--- config.mk ---
export PLATFORM = sky130hd
export DESIGN_NAME = debug_identity_rom_pointer_regs
export DESIGN_NICKNAME = d
export VERILOG_FILES = /design/src/include/dbg_id_pkg.sv /design/src/core/debug_identity_rom_pointer_regs.sv
export SDC_FILE = /design/constraint.sdc
export NUM_CORES = 1
export LEC_CHECK = 0
export BUFFER_PORTS_ARGS = -buffer_cell sky130_fd_sc_hd__buf_2
export CAP_MARGIN = 20
export CELL_PAD_IN_SITES_DETAIL_PLACEMENT = 1
export CELL_PAD_IN_SITES_GLOBAL_PLACEMENT = 2
export CORE_MARGIN = 4
export CORE_UTILIZATION = 20
export CTS_CLUSTER_DIAMETER = 60
export DETAILED_ROUTE_END_ITERATION = 10
export PLACE_DENSITY_LB_ADDON = 0.1
export SLEW_MARGIN = 10
export SYNTH_ARGS = -nofsm -noshare
export SYNTH_HDL_FRONTEND = slang
export SYNTH_SLANG_ARGS = --single-unit
export TNS_END_PERCENT = 10
--- constraint.sdc ---
create_clock -name CLOCK_IN -period 1.5 [get_ports CLOCK_IN]
set_input_delay 0.225 -clock CLOCK_IN [delete_from_list [all_inputs] [get_ports CLOCK_IN]]
set_output_delay 0.225 -clock CLOCK_IN [all_outputs]
set_load 0.1 [all_outputs]
--- src/include/dbg_id_pkg.sv ---
package dbg_id_pkg;
  // Coprocessor read selector fields
  localparam logic [3:0] PRI_IDENTITY = 4'h0;
  localparam logic [3:0] PRI_ROM_POINTER = 4'h1;
  localparam logic [3:0] SEC_REG_ZERO = 4'h0;
  localparam logic [2:0] OPC_ZERO = 3'h0;
  // APB byte offset of the identity register on the debug slave port
  localparam logic [11:0] APB_IDENTITY_OFFSET = 12'h000;
  // Identity, main ID and ROM pointer field positions
  localparam int WATCHPOINT_LSB = 28;
  localparam int BREAKPOINT_LSB = 24;
  localparam int CTX_LSB = 20;
  localparam int ARCH_LSB = 16;
  localparam int VARIANT_LSB = 4;
  localparam int REVISION_LSB = 0;
  localparam int MAIN_ID_VARIANT_LSB = 20;
  localparam int MAIN_ID_REVISION_LSB = 0;
  localparam int ROM_BASE_LSB = 12;
  // Implemented resources, minus one
  localparam logic [3:0] WATCHPOINT_PAIRS_M1 = 4'h1;
  localparam logic [3:0] BREAKPOINT_PAIRS_M1 = 4'h2;
  localparam logic [3:0] CONTEXT_PAIRS_M1 = 4'h0;
  // Architecture code: arbitrary neutral value
  localparam logic [3:0] DEBUG_ARCH_CODE = 4'h9;
  localparam logic [1:0] ROM_VALID_YES = 2'h3;
  localparam logic [1:0] ROM_VALID_NO = 2'h0;
  localparam logic [31:0] READ_RESET = 32'h0000_0000;

  typedef struct packed {
    logic valid;
    logic [2:0] opc1;
    logic [3:0] crn;
    logic [3:0] crm;
    logic [2:0] opc2;
  } cp_read_s;
endpackage : dbg_id_pkg

--- src/core/debug_identity_rom_pointer_regs.sv ---
`timescale 1ns/1ps
// What this block does
// [RL1] Identity register: 32-bit, read-only, any mode, reports version and resources.
// [RL2] Bits 31:28 hold watchpoint pair count minus one.
// [RL3] Bits 27:24 hold breakpoint pair count minus one.
// [RL4] Bits 23:20 hold context-comparing breakpoint pairs minus one.
// [RL5] Bits 19:16 hold fixed debug architecture version code.
// [RL6] Bits 7:4 equal main identification register bits 23:20.
// [RL7] Bits 3:0 equal main identification register bits 3:0.
// [RL8] Identity register also readable over the APB debug slave port.
// [RL9] Read with opcodes zero, c0, c0 returns identity register.
// [RL10] ROM pointer: 32-bit read-only, any mode, locates debug ROM.
// [RL11] Read with opcodes zero, c1, c0 returns ROM pointer.
// [RL12] ROM pointer bits 31:12 reflect the ROM base address strap.
// [RL13] ROM pointer bits 1:0 read 11 when valid strap set, else 00.
// [RL14] Integrator ties valid strap high whenever base address is valid.
// [RL15] Writes change nothing; reserved bits read zero.
module debug_identity_rom_pointer_regs
  import dbg_id_pkg::*;
(
  // Clock and reset
  input wire logic CLOCK_IN,
  input wire logic SYS_RST_IN,
  input wire logic CLK_EN_IN,
  // Integration inputs
  input wire logic [19:0] ROM_BASE_ADDRESS_STRAP_IN,
  input wire logic ROM_ADDRESS_VALID_STRAP_IN,
  input wire logic [31:0] MAIN_ID_IN,
  // Coprocessor read port
  input wire cp_read_s CP_READ_IN,
  output logic [31:0] CP_RDATA_OUT,
  output logic CP_RVALID_OUT,
  output logic CP_UNDEF_OUT,
  // APB debug slave
  input wire logic PSEL_IN,
  input wire logic PENABLE_IN,
  input wire logic PWRITE_IN,
  input wire logic [11:0] PADDR_IN,
  output logic [31:0] PRDATA_OUT,
  output logic PREADY_OUT,
  output logic PSLVERR_OUT
);

  logic [31:0] identity_word;
  logic [31:0] rom_pointer_word;
  logic sel_identity;
  logic sel_rom_pointer;
  logic apb_access;

  // Both words are pure functions of constants and inputs; no writable state exists
  always_comb
  begin
    identity_word = 32'h0000_0000;
    // [RL2] watchpoint pair field
    identity_word[WATCHPOINT_LSB +: 4] = WATCHPOINT_PAIRS_M1;
    // [RL3] breakpoint pair field
    identity_word[BREAKPOINT_LSB +: 4] = BREAKPOINT_PAIRS_M1;
    // [RL4] context compare field
    identity_word[CTX_LSB +: 4] = CONTEXT_PAIRS_M1;
    // [RL5] architecture version code
    identity_word[ARCH_LSB +: 4] = DEBUG_ARCH_CODE;
    // [RL6] variant mirrors main ID
    identity_word[VARIANT_LSB +: 4] = MAIN_ID_IN[MAIN_ID_VARIANT_LSB +: 4];
    // [RL7] revision mirrors main ID
    identity_word[REVISION_LSB +: 4] = MAIN_ID_IN[MAIN_ID_REVISION_LSB +: 4];
  end

  always_comb
  begin
    rom_pointer_word = 32'h0000_0000;
    // [RL12] base address from strap
    rom_pointer_word[ROM_BASE_LSB +: 20] = ROM_BASE_ADDRESS_STRAP_IN;
    // [RL13] valid bits from strap; [RL14] integrator keeps strap consistent
    rom_pointer_word[1:0] = ROM_ADDRESS_VALID_STRAP_IN ? ROM_VALID_YES : ROM_VALID_NO;
  end

  // [RL9] identity decode
  assign sel_identity = CP_READ_IN.opc1 == OPC_ZERO && CP_READ_IN.opc2 == OPC_ZERO &&
                        CP_READ_IN.crn == PRI_IDENTITY && CP_READ_IN.crm == SEC_REG_ZERO;
  // [RL11] ROM pointer decode
  assign sel_rom_pointer = CP_READ_IN.opc1 == OPC_ZERO && CP_READ_IN.opc2 == OPC_ZERO &&
                           CP_READ_IN.crn == PRI_ROM_POINTER && CP_READ_IN.crm == SEC_REG_ZERO;
  assign apb_access = PSEL_IN && !PENABLE_IN;

  // [RL1] [RL10] read-only in any mode, one-cycle answer
  always_ff @(posedge CLOCK_IN)
  begin
    if (SYS_RST_IN)
    begin
      CP_RDATA_OUT <= READ_RESET;
      CP_RVALID_OUT <= 1'b0;
      CP_UNDEF_OUT <= 1'b0;
    end
    else if (CLK_EN_IN)
    begin
      CP_RVALID_OUT <= CP_READ_IN.valid && (sel_identity || sel_rom_pointer);
      CP_UNDEF_OUT <= CP_READ_IN.valid && !(sel_identity || sel_rom_pointer);
      if (CP_READ_IN.valid && sel_identity)
        CP_RDATA_OUT <= identity_word;
      else if (CP_READ_IN.valid && sel_rom_pointer)
        CP_RDATA_OUT <= rom_pointer_word;
      else
        CP_RDATA_OUT <= READ_RESET;
    end
  end

  // [RL8] APB read of identity; [RL15] writes ignored, other offsets read zero
  always_ff @(posedge CLOCK_IN)
  begin
    if (SYS_RST_IN)
    begin
      PRDATA_OUT <= READ_RESET;
      PREADY_OUT <= 1'b0;
      PSLVERR_OUT <= 1'b0;
    end
    else if (CLK_EN_IN)
    begin
      // Registered answer: PREADY rises in the access phase, so no wait is inserted twice
      PREADY_OUT <= apb_access;
      PSLVERR_OUT <= 1'b0;
      if (apb_access && !PWRITE_IN && PADDR_IN == APB_IDENTITY_OFFSET)
        PRDATA_OUT <= identity_word;
      else
        PRDATA_OUT <= READ_RESET;
    end
  end

  // Assertions
  // [RL9] identity read answered
  a_identity_answer: assert property (@(posedge CLOCK_IN) disable iff (SYS_RST_IN) // [RL9]
    CLK_EN_IN && CP_READ_IN.valid && sel_identity |=> CP_RVALID_OUT && !CP_UNDEF_OUT)
    else $error("identity read not answered");
  // [RL2] watchpoint count field
  a_watchpoint_field: assert property (@(posedge CLOCK_IN) disable iff (SYS_RST_IN) // [RL2]
    CLK_EN_IN && CP_READ_IN.valid && sel_identity |=> CP_RDATA_OUT[WATCHPOINT_LSB +: 4] == WATCHPOINT_PAIRS_M1)
    else $error("watchpoint field wrong");
  // [RL3] breakpoint count field
  a_breakpoint_field: assert property (@(posedge CLOCK_IN) disable iff (SYS_RST_IN) // [RL3]
    CLK_EN_IN && CP_READ_IN.valid && sel_identity |=> CP_RDATA_OUT[BREAKPOINT_LSB +: 4] == BREAKPOINT_PAIRS_M1)
    else $error("breakpoint field wrong");
  // [RL4] context compare count
  a_context_field: assert property (@(posedge CLOCK_IN) disable iff (SYS_RST_IN) // [RL4]
    CLK_EN_IN && CP_READ_IN.valid && sel_identity |=> CP_RDATA_OUT[CTX_LSB +: 4] == CONTEXT_PAIRS_M1)
    else $error("context field wrong");
  // [RL5] fixed architecture code
  a_arch_code_fixed: assert property (@(posedge CLOCK_IN) disable iff (SYS_RST_IN) // [RL5]
    CLK_EN_IN && CP_READ_IN.valid && sel_identity |=> CP_RDATA_OUT[ARCH_LSB +: 4] == DEBUG_ARCH_CODE)
    else $error("architecture code wrong");
  // [RL6] variant mirrors main
  a_variant_mirror: assert property (@(posedge CLOCK_IN) disable iff (SYS_RST_IN) // [RL6]
    CLK_EN_IN && CP_READ_IN.valid && sel_identity |=> CP_RDATA_OUT[7:4] == $past(MAIN_ID_IN[23:20]))
    else $error("variant mismatch");
  // [RL7] revision mirrors main
  a_revision_mirror: assert property (@(posedge CLOCK_IN) disable iff (SYS_RST_IN) // [RL7]
    CLK_EN_IN && CP_READ_IN.valid && sel_identity |=> CP_RDATA_OUT[3:0] == $past(MAIN_ID_IN[3:0]))
    else $error("revision mismatch");
  // [RL15] identity reserved zero
  a_identity_reserved: assert property (@(posedge CLOCK_IN) disable iff (SYS_RST_IN) // [RL15]
    CLK_EN_IN && CP_READ_IN.valid && sel_identity |=> CP_RDATA_OUT[15:8] == 8'h00)
    else $error("identity reserved bits set");
  // [RL11] ROM pointer answered
  a_rom_pointer_answer: assert property (@(posedge CLOCK_IN) disable iff (SYS_RST_IN) // [RL11]
    CLK_EN_IN && CP_READ_IN.valid && sel_rom_pointer |=> CP_RVALID_OUT && !CP_UNDEF_OUT)
    else $error("rom pointer not answered");
  // [RL12] base address field
  a_rom_address_field: assert property (@(posedge CLOCK_IN) disable iff (SYS_RST_IN) // [RL12]
    CLK_EN_IN && CP_READ_IN.valid && sel_rom_pointer |=> CP_RDATA_OUT[31:12] == $past(ROM_BASE_ADDRESS_STRAP_IN))
    else $error("rom pointer address wrong");
  // [RL13] valid bits follow strap
  a_rom_valid_bits: assert property (@(posedge CLOCK_IN) disable iff (SYS_RST_IN) // [RL13]
    CLK_EN_IN && CP_READ_IN.valid && sel_rom_pointer |=> CP_RDATA_OUT[1:0] == ($past(ROM_ADDRESS_VALID_STRAP_IN) ? 2'h3 : 2'h0))
    else $error("rom valid bits wrong");
  // [RL15] pointer reserved zero
  a_rom_reserved_zero: assert property (@(posedge CLOCK_IN) disable iff (SYS_RST_IN) // [RL15]
    CLK_EN_IN && CP_READ_IN.valid && sel_rom_pointer |=> CP_RDATA_OUT[11:2] == 10'h000)
    else $error("rom pointer reserved bits set");
  // [RL1] unmapped select refused
  a_undefined_select: assert property (@(posedge CLOCK_IN) disable iff (SYS_RST_IN) // [RL1]
    CLK_EN_IN && CP_READ_IN.valid && !sel_identity && !sel_rom_pointer |=> CP_UNDEF_OUT && !CP_RVALID_OUT && CP_RDATA_OUT == 32'h0000_0000)
    else $error("bad select answered");
  // [RL1] answers last one cycle
  a_answer_one_cycle: assert property (@(posedge CLOCK_IN) disable iff (SYS_RST_IN) // [RL1]
    CLK_EN_IN && !CP_READ_IN.valid |=> !CP_RVALID_OUT && !CP_UNDEF_OUT)
    else $error("answer without request");
  // [RL8] APB identity read
  a_apb_identity_read: assert property (@(posedge CLOCK_IN) disable iff (SYS_RST_IN) // [RL8]
    CLK_EN_IN && apb_access && !PWRITE_IN && PADDR_IN == APB_IDENTITY_OFFSET |=> PREADY_OUT &&
    PRDATA_OUT[31:16] == {WATCHPOINT_PAIRS_M1, BREAKPOINT_PAIRS_M1, CONTEXT_PAIRS_M1, DEBUG_ARCH_CODE} &&
    PRDATA_OUT[15:0] == {8'h00, $past(MAIN_ID_IN[23:20]), $past(MAIN_ID_IN[3:0])})
    else $error("apb identity read wrong");
  // [RL15] APB write ignored
  a_apb_write_ignored: assert property (@(posedge CLOCK_IN) disable iff (SYS_RST_IN) // [RL15]
    CLK_EN_IN && apb_access && PWRITE_IN |=> PREADY_OUT && !PSLVERR_OUT && PRDATA_OUT == 32'h0000_0000)
    else $error("apb write had effect");
  // [RL15] other offsets zero
  a_apb_other_offset: assert property (@(posedge CLOCK_IN) disable iff (SYS_RST_IN) // [RL15]
    CLK_EN_IN && apb_access && !PWRITE_IN && PADDR_IN != APB_IDENTITY_OFFSET |=> PREADY_OUT && PRDATA_OUT == 32'h0000_0000)
    else $error("apb other offset not zero");
  // [RL8] ready only after setup
  a_apb_ready_pulse: assert property (@(posedge CLOCK_IN) disable iff (SYS_RST_IN) // [RL8]
    CLK_EN_IN && !apb_access |=> !PREADY_OUT && !PSLVERR_OUT)
    else $error("apb ready outside access");

  // Main scenarios
  c_identity_read: cover property (@(posedge CLOCK_IN) CLK_EN_IN && CP_READ_IN.valid && sel_identity);
  c_rom_read_valid: cover property (@(posedge CLOCK_IN) CLK_EN_IN && CP_READ_IN.valid && sel_rom_pointer &&
    ROM_ADDRESS_VALID_STRAP_IN);
  c_apb_read: cover property (@(posedge CLOCK_IN) CLK_EN_IN && apb_access && !PWRITE_IN);
  c_undefined_read: cover property (@(posedge CLOCK_IN) CLK_EN_IN && CP_READ_IN.valid && !sel_identity && !sel_rom_pointer);
  c_apb_write: cover property (@(posedge CLOCK_IN) CLK_EN_IN && apb_access && PWRITE_IN);

endmodule : debug_identity_rom_pointer_regs

==> impl_metrics.tcl, run 1 <==
set metrics [dict create \
    outcome "finished, final reports clean" \
    p_per_area_mw_per_mm2 883.6 \
    path_clk_slew_ps 80 \
    critical_path.top_delay_family "buffers and inverters" \
    fp.coreArea_mm2 0.009240 \
    wire_per_inst_um 12.82 \
    clock_latency_ps 290 \
    finalPower_mw 2.264 \
    yosysSeqAreaShare_pct 42.33 \
    cp_data_arrival_time_ps 1080 \
    dp_hpwl_um 4281 \
    synth_enable_flop_cells 0 \
    synth_cell_types 28 \
    reg2reg_slack_ps 780 \
    synth_common_cells "nand2_1 (45), dfxtp_1 (40), buf_4 (28)" \
    finalCriticalPeriod_ps 1301 \
    synth_cells 208 \
    grtUsageTotal_pct 10.05 \
    final_cells 441 \
    power.leakage_nw 1.195 \
    yosys.area.top_type "dfxtp_1" \
    place.gp.congestion 0.6523 \
    fin_tns_setup_ps 0 \
    final-hold-violation-count 0 \
    setup_slack_ps 198.5 \
    die_height_um 105.3 \
    yosysTopAreaCellShare_pct 42.33 \
    die_x_um 105.3 \
    start_kind "flop" \
    drt_iter0_drc 21 \
    max_stage_delay_ps 430 \
    dpl_worst_slack_ps 133.3 \
    syn_to_final_growth_pct 35.45 \
    die_area_mm2 0.01108 \
    crit_fanout 5 \
    num_io_pins 154 \
    use_met3_pct 2.633 \
    root_buffer "clkbuf_8" \
    rows 35 \
    synth.most_common_cell "nand2_1" \
    rsz0062_at_grt "false" \
    crit_chain "buf_2" \
    start_util_pct 20.47 \
    slew_violations 0 \
    viasPerCell 3.834 \
    met1_usage_pct 11.70 \
    port-buffer-count 104 \
    drtPass1Iterations 2 \
    syn_area_mm2 0.001892 \
    cpMaxStageDelayCell "buf_2" \
    routed_wl_um 5653 \
    nNetsFinal 398 \
    required_ps 1270 \
    synthArstFlopShare_pct 0 \
    grt_start_max_net_pins 29 \
    drv_cap 0 \
    remaining_drc_errors 0 \
    layout-drive-gt1-share_pct 46.79 \
    fin_worst_skew_ps 0 \
    gr-total-overflow 0 \
    tritoncts "yes" \
    cp-end-kind "output pin" \
    gr-usage-met2_pct 17.76 \
    antenna_found_initial 0 \
    grt_pass1_wl_um 8907 \
    cts_made_buffers 5 \
    clock_sinks 40 \
    yosysWarnings 0 \
    fmax_mhz 768.4 \
    cts_hold_buf 0 \
    ctsResizeCount 0 \
    worstSetupPathType "flop to output pin" \
    syn_area_per_cell_um2 9.095 \
    vias 1691 \
    fin_crit_sh_pct 86.77 \
    n_antenna_cell 0 \
    ys_top_cells_by_area "dfxtp_1 (42%), buf_4 (11%), o21ai_2 (9.3%), nand2_1 (8.9%), o32ai_1 (3.7%)" \
    ys.flop_type "dfxtp_1" \
    htree_levels 2 \
    clockBufferDepth 2 \
    grt_pass1_vias 1777 \
    grt.busiest_layer "met2" \
    drtAntennaViolNets 0 \
    holdCritPathClass "input port to flop" \
    ir_worst_vdd_mv 0.2585 \
    crit_buf_inv 1 \
    post-cts-setup-buffers 0 \
    setup_violations 0 \
    ys_seq_elements 40 \
    dp.cells 434 \
]
[placed cells by master (no fill, tap or decap), drive strengths merged, types with 2 or more instances in the layout]
master,synthesis,final
dfxtp,40,40
o32ai,8,8
nand2,45,45
clkbuf,7,5
buf,31,111
nor4b,2,2
nor2,2,2
mux2i,2,2
inv,8,8
conb,1,25
nand4,4,4
o21ai,28,28
nor4,5,5
a21oi,3,3
nand2b,11,11
nor4bb,2,2
nor2b,4,4
[layout make-up]
cell class / count / area, µm²
flip-flops and latches: 40 / 802.0
fillers: 1134 / 6678
clock buffers: 5 / 68.82
well taps: 129 / 161.4
clock inverters: 2 / 12.51
repair buffers: 111 / 598.1
multi-input cells: 146 / 889.6
inverters: 8 / 30.03
[report_power, final]
group / internal, mW / leakage, nW / total [mW] / switching, mW
Combinational: 0.0984 / 0.832 / 0.493 / 0.394
Sequential: 1.06 / 0.323 / 1.06 / 0.00122
Clock: 0.316 / 0.0400 / 0.707 / 0.392
[kinds of logic (layout without fill, tap and decap cells)]
logic type      after synthesis  count (layout)  share of synthesized area [%]
compound gates               40              40                          16.34
buf+inv                      46             126                          15.54
flops                        40              40                          42.33
mux                           2               2                          1.058
other cells                   1              25                         0.1982
simple gates                 79              79                          24.54
[path summary, 6_finish.rpt]
kind / startpoint / to / cells past startpoint
max: PRDATA_OUT[25]$_SDFFE_PP0P_ / PRDATA_OUT[16] / 1
min: ROM_BASE_ADDRESS_STRAP_IN[16] / CP_RDATA_OUT[28]$_SDFFE_PP0P_ / 3
max reg2reg: PRDATA_OUT[7]$_SDFFE_PP0P_ / PRDATA_OUT[7]$_SDFFE_PP0P_ / 2
min reg2reg: CP_RDATA_OUT[14]$_SDFFE_PP0P_ / CP_RDATA_OUT[14]$_SDFFE_PP0P_ / 2
[sequential cells by signal, indices dropped and copies added (netlist names)]
signal / count
PRDATA_OUT: 9
CP_RDATA_OUT: 28
CP_RVALID_OUT: 1
PREADY_OUT: 1
CP_UNDEF_OUT: 1
[metrics by stage]
step	hold WS (ps)	util, %	cell area [µm²]
floorplan	371.9	-	1983
global placement	431.2	26.85	2481
detailed placement	436.2	26.85	2481
CTS	146.1	27.73	2562
global route	157.1	27.73	2562
finish	162.6	27.73	2562
[per-layer routing]
layer,part of all wire (%),vias up
met5,0,-
met2,50,71
li1,-,857
met4,1.4,0
met3,7.4,7
met1,42,756
Power figures use the tool's default switching activity.
==> inputs of run 2 (changes only) <==
--- a/config.mk
+++ b/config.mk
@@ -9,7 +9,7 @@
 export CAP_MARGIN = 20
 export CELL_PAD_IN_SITES_DETAIL_PLACEMENT = 1
 export CELL_PAD_IN_SITES_GLOBAL_PLACEMENT = 2
-export CORE_MARGIN = 4
+export CORE_MARGIN = 2
 export CORE_UTILIZATION = 20
 export CTS_CLUSTER_DIAMETER = 60
 export DETAILED_ROUTE_END_ITERATION = 10
==> run 2 against run 1 <==
- flip-flop and latch count unchanged
- combinational power about the same
- sequential power about the same
- cell count decreased by 3.6%
- largest power group unchanged
- power increased by 7.7%
- critical endpoint is now CP_RDATA_OUT[16]
==> impl_metrics.tcl, run 2 (synthesis results as in run 1) <==
set metrics [dict create \
    outcome "finished, final reports clean" \
    rows 35 \
    drt_iter0_drc 38 \
    grt_pass1_wl_um 8280 \
    root_buffer "clkbuf_8" \
    p_per_area_mw_per_mm2 951.9 \
    fin_worst_skew_ps 0 \
    ctsResizeCount 0 \
    required_ps 1270 \
    remaining_drc_errors 0 \
    worstSetupPathType "flop to output pin" \
    holdCritPathClass "input port to flop" \
    cp_data_arrival_time_ps 1080 \
    fill_cells 1144 \
    crit_fanout 2 \
    top_regs "CP_RDATA_OUT (28), PRDATA_OUT (9)" \
    grt_start_max_net_pins 23 \
    power.leakage_nw 1.211 \
    dp_hpwl_um 4089 \
    place.gp.congestion 0.6906 \
    final_core_util_pct 27.85 \
    routed_wl_um 5368 \
    fmax_mhz 766.7 \
    grtUsageTotal_pct 10.42 \
    fp.coreArea_mm2 0.009196 \
    largest_register "CP_RDATA_OUT" \
    final_cell_mix "buf_2 (104), nand2_1 (45), dfxtp_1 (39)" \
    post-cts-setup-buffers 0 \
    die_height_um 101.3 \
    htree_levels 2 \
    drv_cap 0 \
    cts_hold_buf 0 \
    start_kind "flop" \
    tritoncts "yes" \
    ir_worst_vdd_mv 0.3834 \
    vias 1718 \
    gr-total-overflow 0 \
    port-buffer-count 104 \
    crit_chain "buf_2" \
    clock_sinks 40 \
    fin_tns_setup_ps 0 \
    num_io_pins 154 \
    clock_latency_ps 290 \
    final_common_cell "buf_2" \
    wire_per_inst_um 12.63 \
    drtPass1Iterations 4 \
    grt_pass1_vias 1735 \
    critical_path.top_delay_family "buffers and inverters" \
    cpMaxStageDelayCell "buf_2" \
    max_stage_delay_ps 440 \
    cts_made_buffers 5 \
    die_x_um 101.3 \
    antenna_found_initial 0 \
    viasPerCell 4.042 \
    setup_violations 0 \
    clockBufferDepth 2 \
    drtAntennaViolNets 0 \
    n_antenna_cell 0 \
    start_util_pct 20.57 \
    final-hold-violation-count 0 \
    path_clk_slew_ps 80 \
    crit_buf_inv 1 \
    whs_ps 168.6 \
    syn_to_final_growth_pct 35.38 \
    cp-end-kind "output pin" \
    slew_violations 0 \
    layout-drive-gt1-share_pct 46.82 \
    largest_reg_flops 28 \
    nNetsFinal 399 \
    fin_crit_sh_pct 86.95 \
    die_area_mm2 0.01025 \
    finalCriticalPeriod_ps 1304 \
    rsz0062_at_grt "false" \
]
-- run 2: final cells by class --
class	instances	area, µm²	area share [%]
Multi-Input combinational cell	146	889.6	34.73
Sequential cell	40	802.0	31.31
Timing Repair Buffer	112	593.1	23.16
Tap cell	111	138.9	5.423
Clock buffer	6	72.57	2.833
Clock inverter	2	35.03	1.368
Inverter	8	30.03	1.172
-- run 2: routing by layer --
metal,up-vias,GRT usage [%],wire (µm)
met4,0,3.326,61
li1,862,-,-
met5,-,0,0
met2,75,17.93,2488
met1,774,11.77,2273
met3,7,4.210,545
-- run 2: final timing paths --
path                                  from                            end  slack [ps]  cells past startpoint
min reg2reg  CP_RDATA_OUT[14]$_SDFFE_PP0P_  CP_RDATA_OUT[14]$_SDFFE_PP0P_         450                      2
max          CP_RDATA_OUT[16]$_SDFFE_PP0P_               CP_RDATA_OUT[16]         200                      1
min           ROM_BASE_ADDRESS_STRAP_IN[4]  CP_RDATA_OUT[16]$_SDFFE_PP0P_         170                      3
max reg2reg     PRDATA_OUT[4]$_SDFFE_PP0P_     PRDATA_OUT[4]$_SDFFE_PP0P_         770                      2
-- run 2: power breakdown --
group          internal, mW  total, mW  leakage [nW]  switching [mW]
Sequential             1.06       1.06         0.323         0.00122
Clock                 0.494      0.884        0.0552           0.389
Combinational        0.0966      0.490         0.833           0.393
Total                  1.65       2.44          1.21           0.784
-- run 2: stage by stage --
stage               power (mW)  area, µm²  std cells  setup WS, ps
finish                   2.438       2561        425         195.7
global route             2.563       2561        425         140.7
CTS                      2.496       2561        425         174.3
detailed placement       1.585       2454        417         117.0
global placement         1.585       2454        417         153.5
floorplan                1.506       1983        232         147.5
==> inputs of run 3 (changes only) <==
--- a/config.mk
+++ b/config.mk
@@ -14,6 +14,7 @@
 export CTS_CLUSTER_DIAMETER = 60
 export DETAILED_ROUTE_END_ITERATION = 10
 export PLACE_DENSITY_LB_ADDON = 0.1
+export SETUP_SLACK_MARGIN = 0.3
 export SLEW_MARGIN = 10
 export SYNTH_ARGS = -nofsm -noshare
 export SYNTH_HDL_FRONTEND = slang
==> run 3 against run 2 <==
- sequential power about the same
- flip-flop and latch count is the same
- count of clock-buffer cells in the layout stayed put
- clock power decreased by 23%
- critical path depth did not move
- setup slack better by 110 ps
- critical endpoint is now PRDATA_OUT[16]
- largest power group unchanged
==> impl_metrics.tcl, run 3 (synthesis results as in run 1) <==
set metrics [dict create \
    path_clk_slew_ps 80 \
    wl_met3_um 455 \
    remaining_drc_errors 0 \
    largest_register "CP_RDATA_OUT" \
    cp-end-kind "output pin" \
    tritoncts "yes" \
    viasPerCell 4.033 \
    fin_worst_skew_ps 0 \
    nNetsFinal 400 \
    p_sw_share_pct 34.06 \
    p_int_mw 1.478 \
    ir_worst_vdd_mv 0.3294 \
    fp.coreArea_mm2 0.009196 \
    grt_start_max_net_pins 23 \
    routed_wl_um 5338 \
    cp_data_arrival_time_ps 970 \
    required_ps 1270 \
    drv_cap 0 \
    grt_pass1_wl_um 8424 \
    clock_latency_ps 280 \
    final-hold-violation-count 0 \
    worstSetupPathType "flop to output pin" \
    final_cell_mix "buf_2 (61), nand2_1 (45), dfxtp_1 (38)" \
    power.share.combinational_pct 22.1 \
    drt_iter0_drc 23 \
    slew_violations 0 \
    gr-total-overflow 0 \
    fin_tns_setup_ps 0 \
    cpMaxStageDelayCell "dfxtp_4" \
    vias 1714 \
    wl_met1_um 2274 \
    layout-drive-gt1-share_pct 47.13 \
    cts_made_buffers 5 \
    port-buffer-count 104 \
    crit_buf_inv 1 \
    fill_cells 1129 \
    final_common_cell "buf_2" \
    rows 35 \
    clock_sinks 40 \
    htree_levels 2 \
    crit_chain "clkbuf_4" \
    n_antenna_cell 0 \
    start_util_pct 20.57 \
    drtAntennaViolNets 0 \
    largest_reg_flops 28 \
    grt_pass1_vias 1704 \
    fmax_mhz 836.7 \
    die_area_mm2 0.01025 \
    power.leakage_nw 1.177 \
    place.gp.congestion 0.6542 \
    outcome "finished, final reports clean" \
    p_per_area_mw_per_mm2 844.6 \
    setup_violations 0 \
    start_kind "flop" \
    antenna_found_initial 0 \
    crit_fanout 5 \
    clockBufferDepth 2 \
    fin_crit_sh_pct 79.68 \
    wl_met2_um 2577 \
    syn_to_final_growth_pct 40.28 \
    clkPwrFrac_pct 30.5 \
    pwr-share-seq_pct 47.4 \
    rsz0062_at_grt "true" \
    critical_path.top_delay_family "flip-flops" \
    top_regs "CP_RDATA_OUT (28), PRDATA_OUT (9)" \
    die_x_um 101.3 \
    switchingPower_mw 0.7634 \
    wire_per_inst_um 12.56 \
    finalCriticalPeriod_ps 1195 \
    dp_hpwl_um 4101 \
    final_core_util_pct 28.86 \
    grtUsageTotal_pct 10.48 \
    num_io_pins 154 \
    cts_hold_buf 0 \
    max_stage_delay_ps 360 \
    holdCritPathClass "input port to flop" \
    drtPass1Iterations 6 \
    root_buffer "clkbuf_8" \
    die_height_um 101.3 \
    highest_layer "met4" \
]
-- run 3: routing by layer --
metal | vias up | GRT usage [%]
met4 | 0 | 2.807
met2 | 70 | 17.27
met3 | 2 | 3.934
li1 | 863 | -
met5 | - | 0
met1 | 779 | 12.88
-- run 3: cell type report --
| class | instances | area [µm²] | area share (%) |
|---|---|---|---|
| inverter | 8 | 30.03 | 1.132 |
| timing repair buffer | 113 | 711.9 | 26.83 |
| clock inverter | 1 | 5.005 | 0.1886 |
| sequential | 40 | 805.8 | 30.36 |
| multi-input combinational | 146 | 889.6 | 33.52 |
| tap | 111 | 138.9 | 5.233 |
| clock buffer | 6 | 72.57 | 2.735 |
-- run 3: per-stage QoR --
stage | cell area, µm² | setup WS (ps) | power (mW) | hold WS, ps | cells
2_1_floorplan | 1987 | 147.5 | 1.504 | 371.9 | 232
3_3_place_gp | 2465 | 130.2 | 1.584 | 433.2 | 418
3_5_place_dp | 2465 | 125.4 | 1.586 | 438.1 | 418
4_1_cts | 2550 | 194.1 | 2.304 | 157.4 | 425
5_1_grt | 2654 | 256.8 | 2.359 | 170.2 | 425
6_report | 2654 | 304.9 | 2.241 | 173.2 | 425
-- run 3: power groups by stage --
stage	Clock [mW]	Combinational (mW)	Sequential (mW)
floorplan	0	0.398	1.11
global placement	0	0.496	1.09
detailed placement	0	0.498	1.09
CTS	0.742	0.500	1.06
global route	0.772	0.524	1.06
finish	0.683	0.496	1.06
-- run 3: path summary, 6_finish.rpt --
path	from	to	cells after the start	slack, ps
hold / removal	ROM_BASE_ADDRESS_STRAP_IN[16]	CP_RDATA_OUT[28]$_SDFFE_PP0P_	3	170
setup / recovery	PRDATA_OUT[25]$_SDFFE_PP0P_	PRDATA_OUT[16]	1	300
hold reg to reg	CP_RDATA_OUT[19]$_SDFFE_PP0P_	CP_RDATA_OUT[19]$_SDFFE_PP0P_	2	460
setup reg to reg	PRDATA_OUT[7]$_SDFFE_PP0P_	PRDATA_OUT[7]$_SDFFE_PP0P_	2	750
-- run 3: timing repair --
action                     CTS  global route
setup endpoints to repair   43            42
gates resized for setup      3            44
buffers inserted             0             0
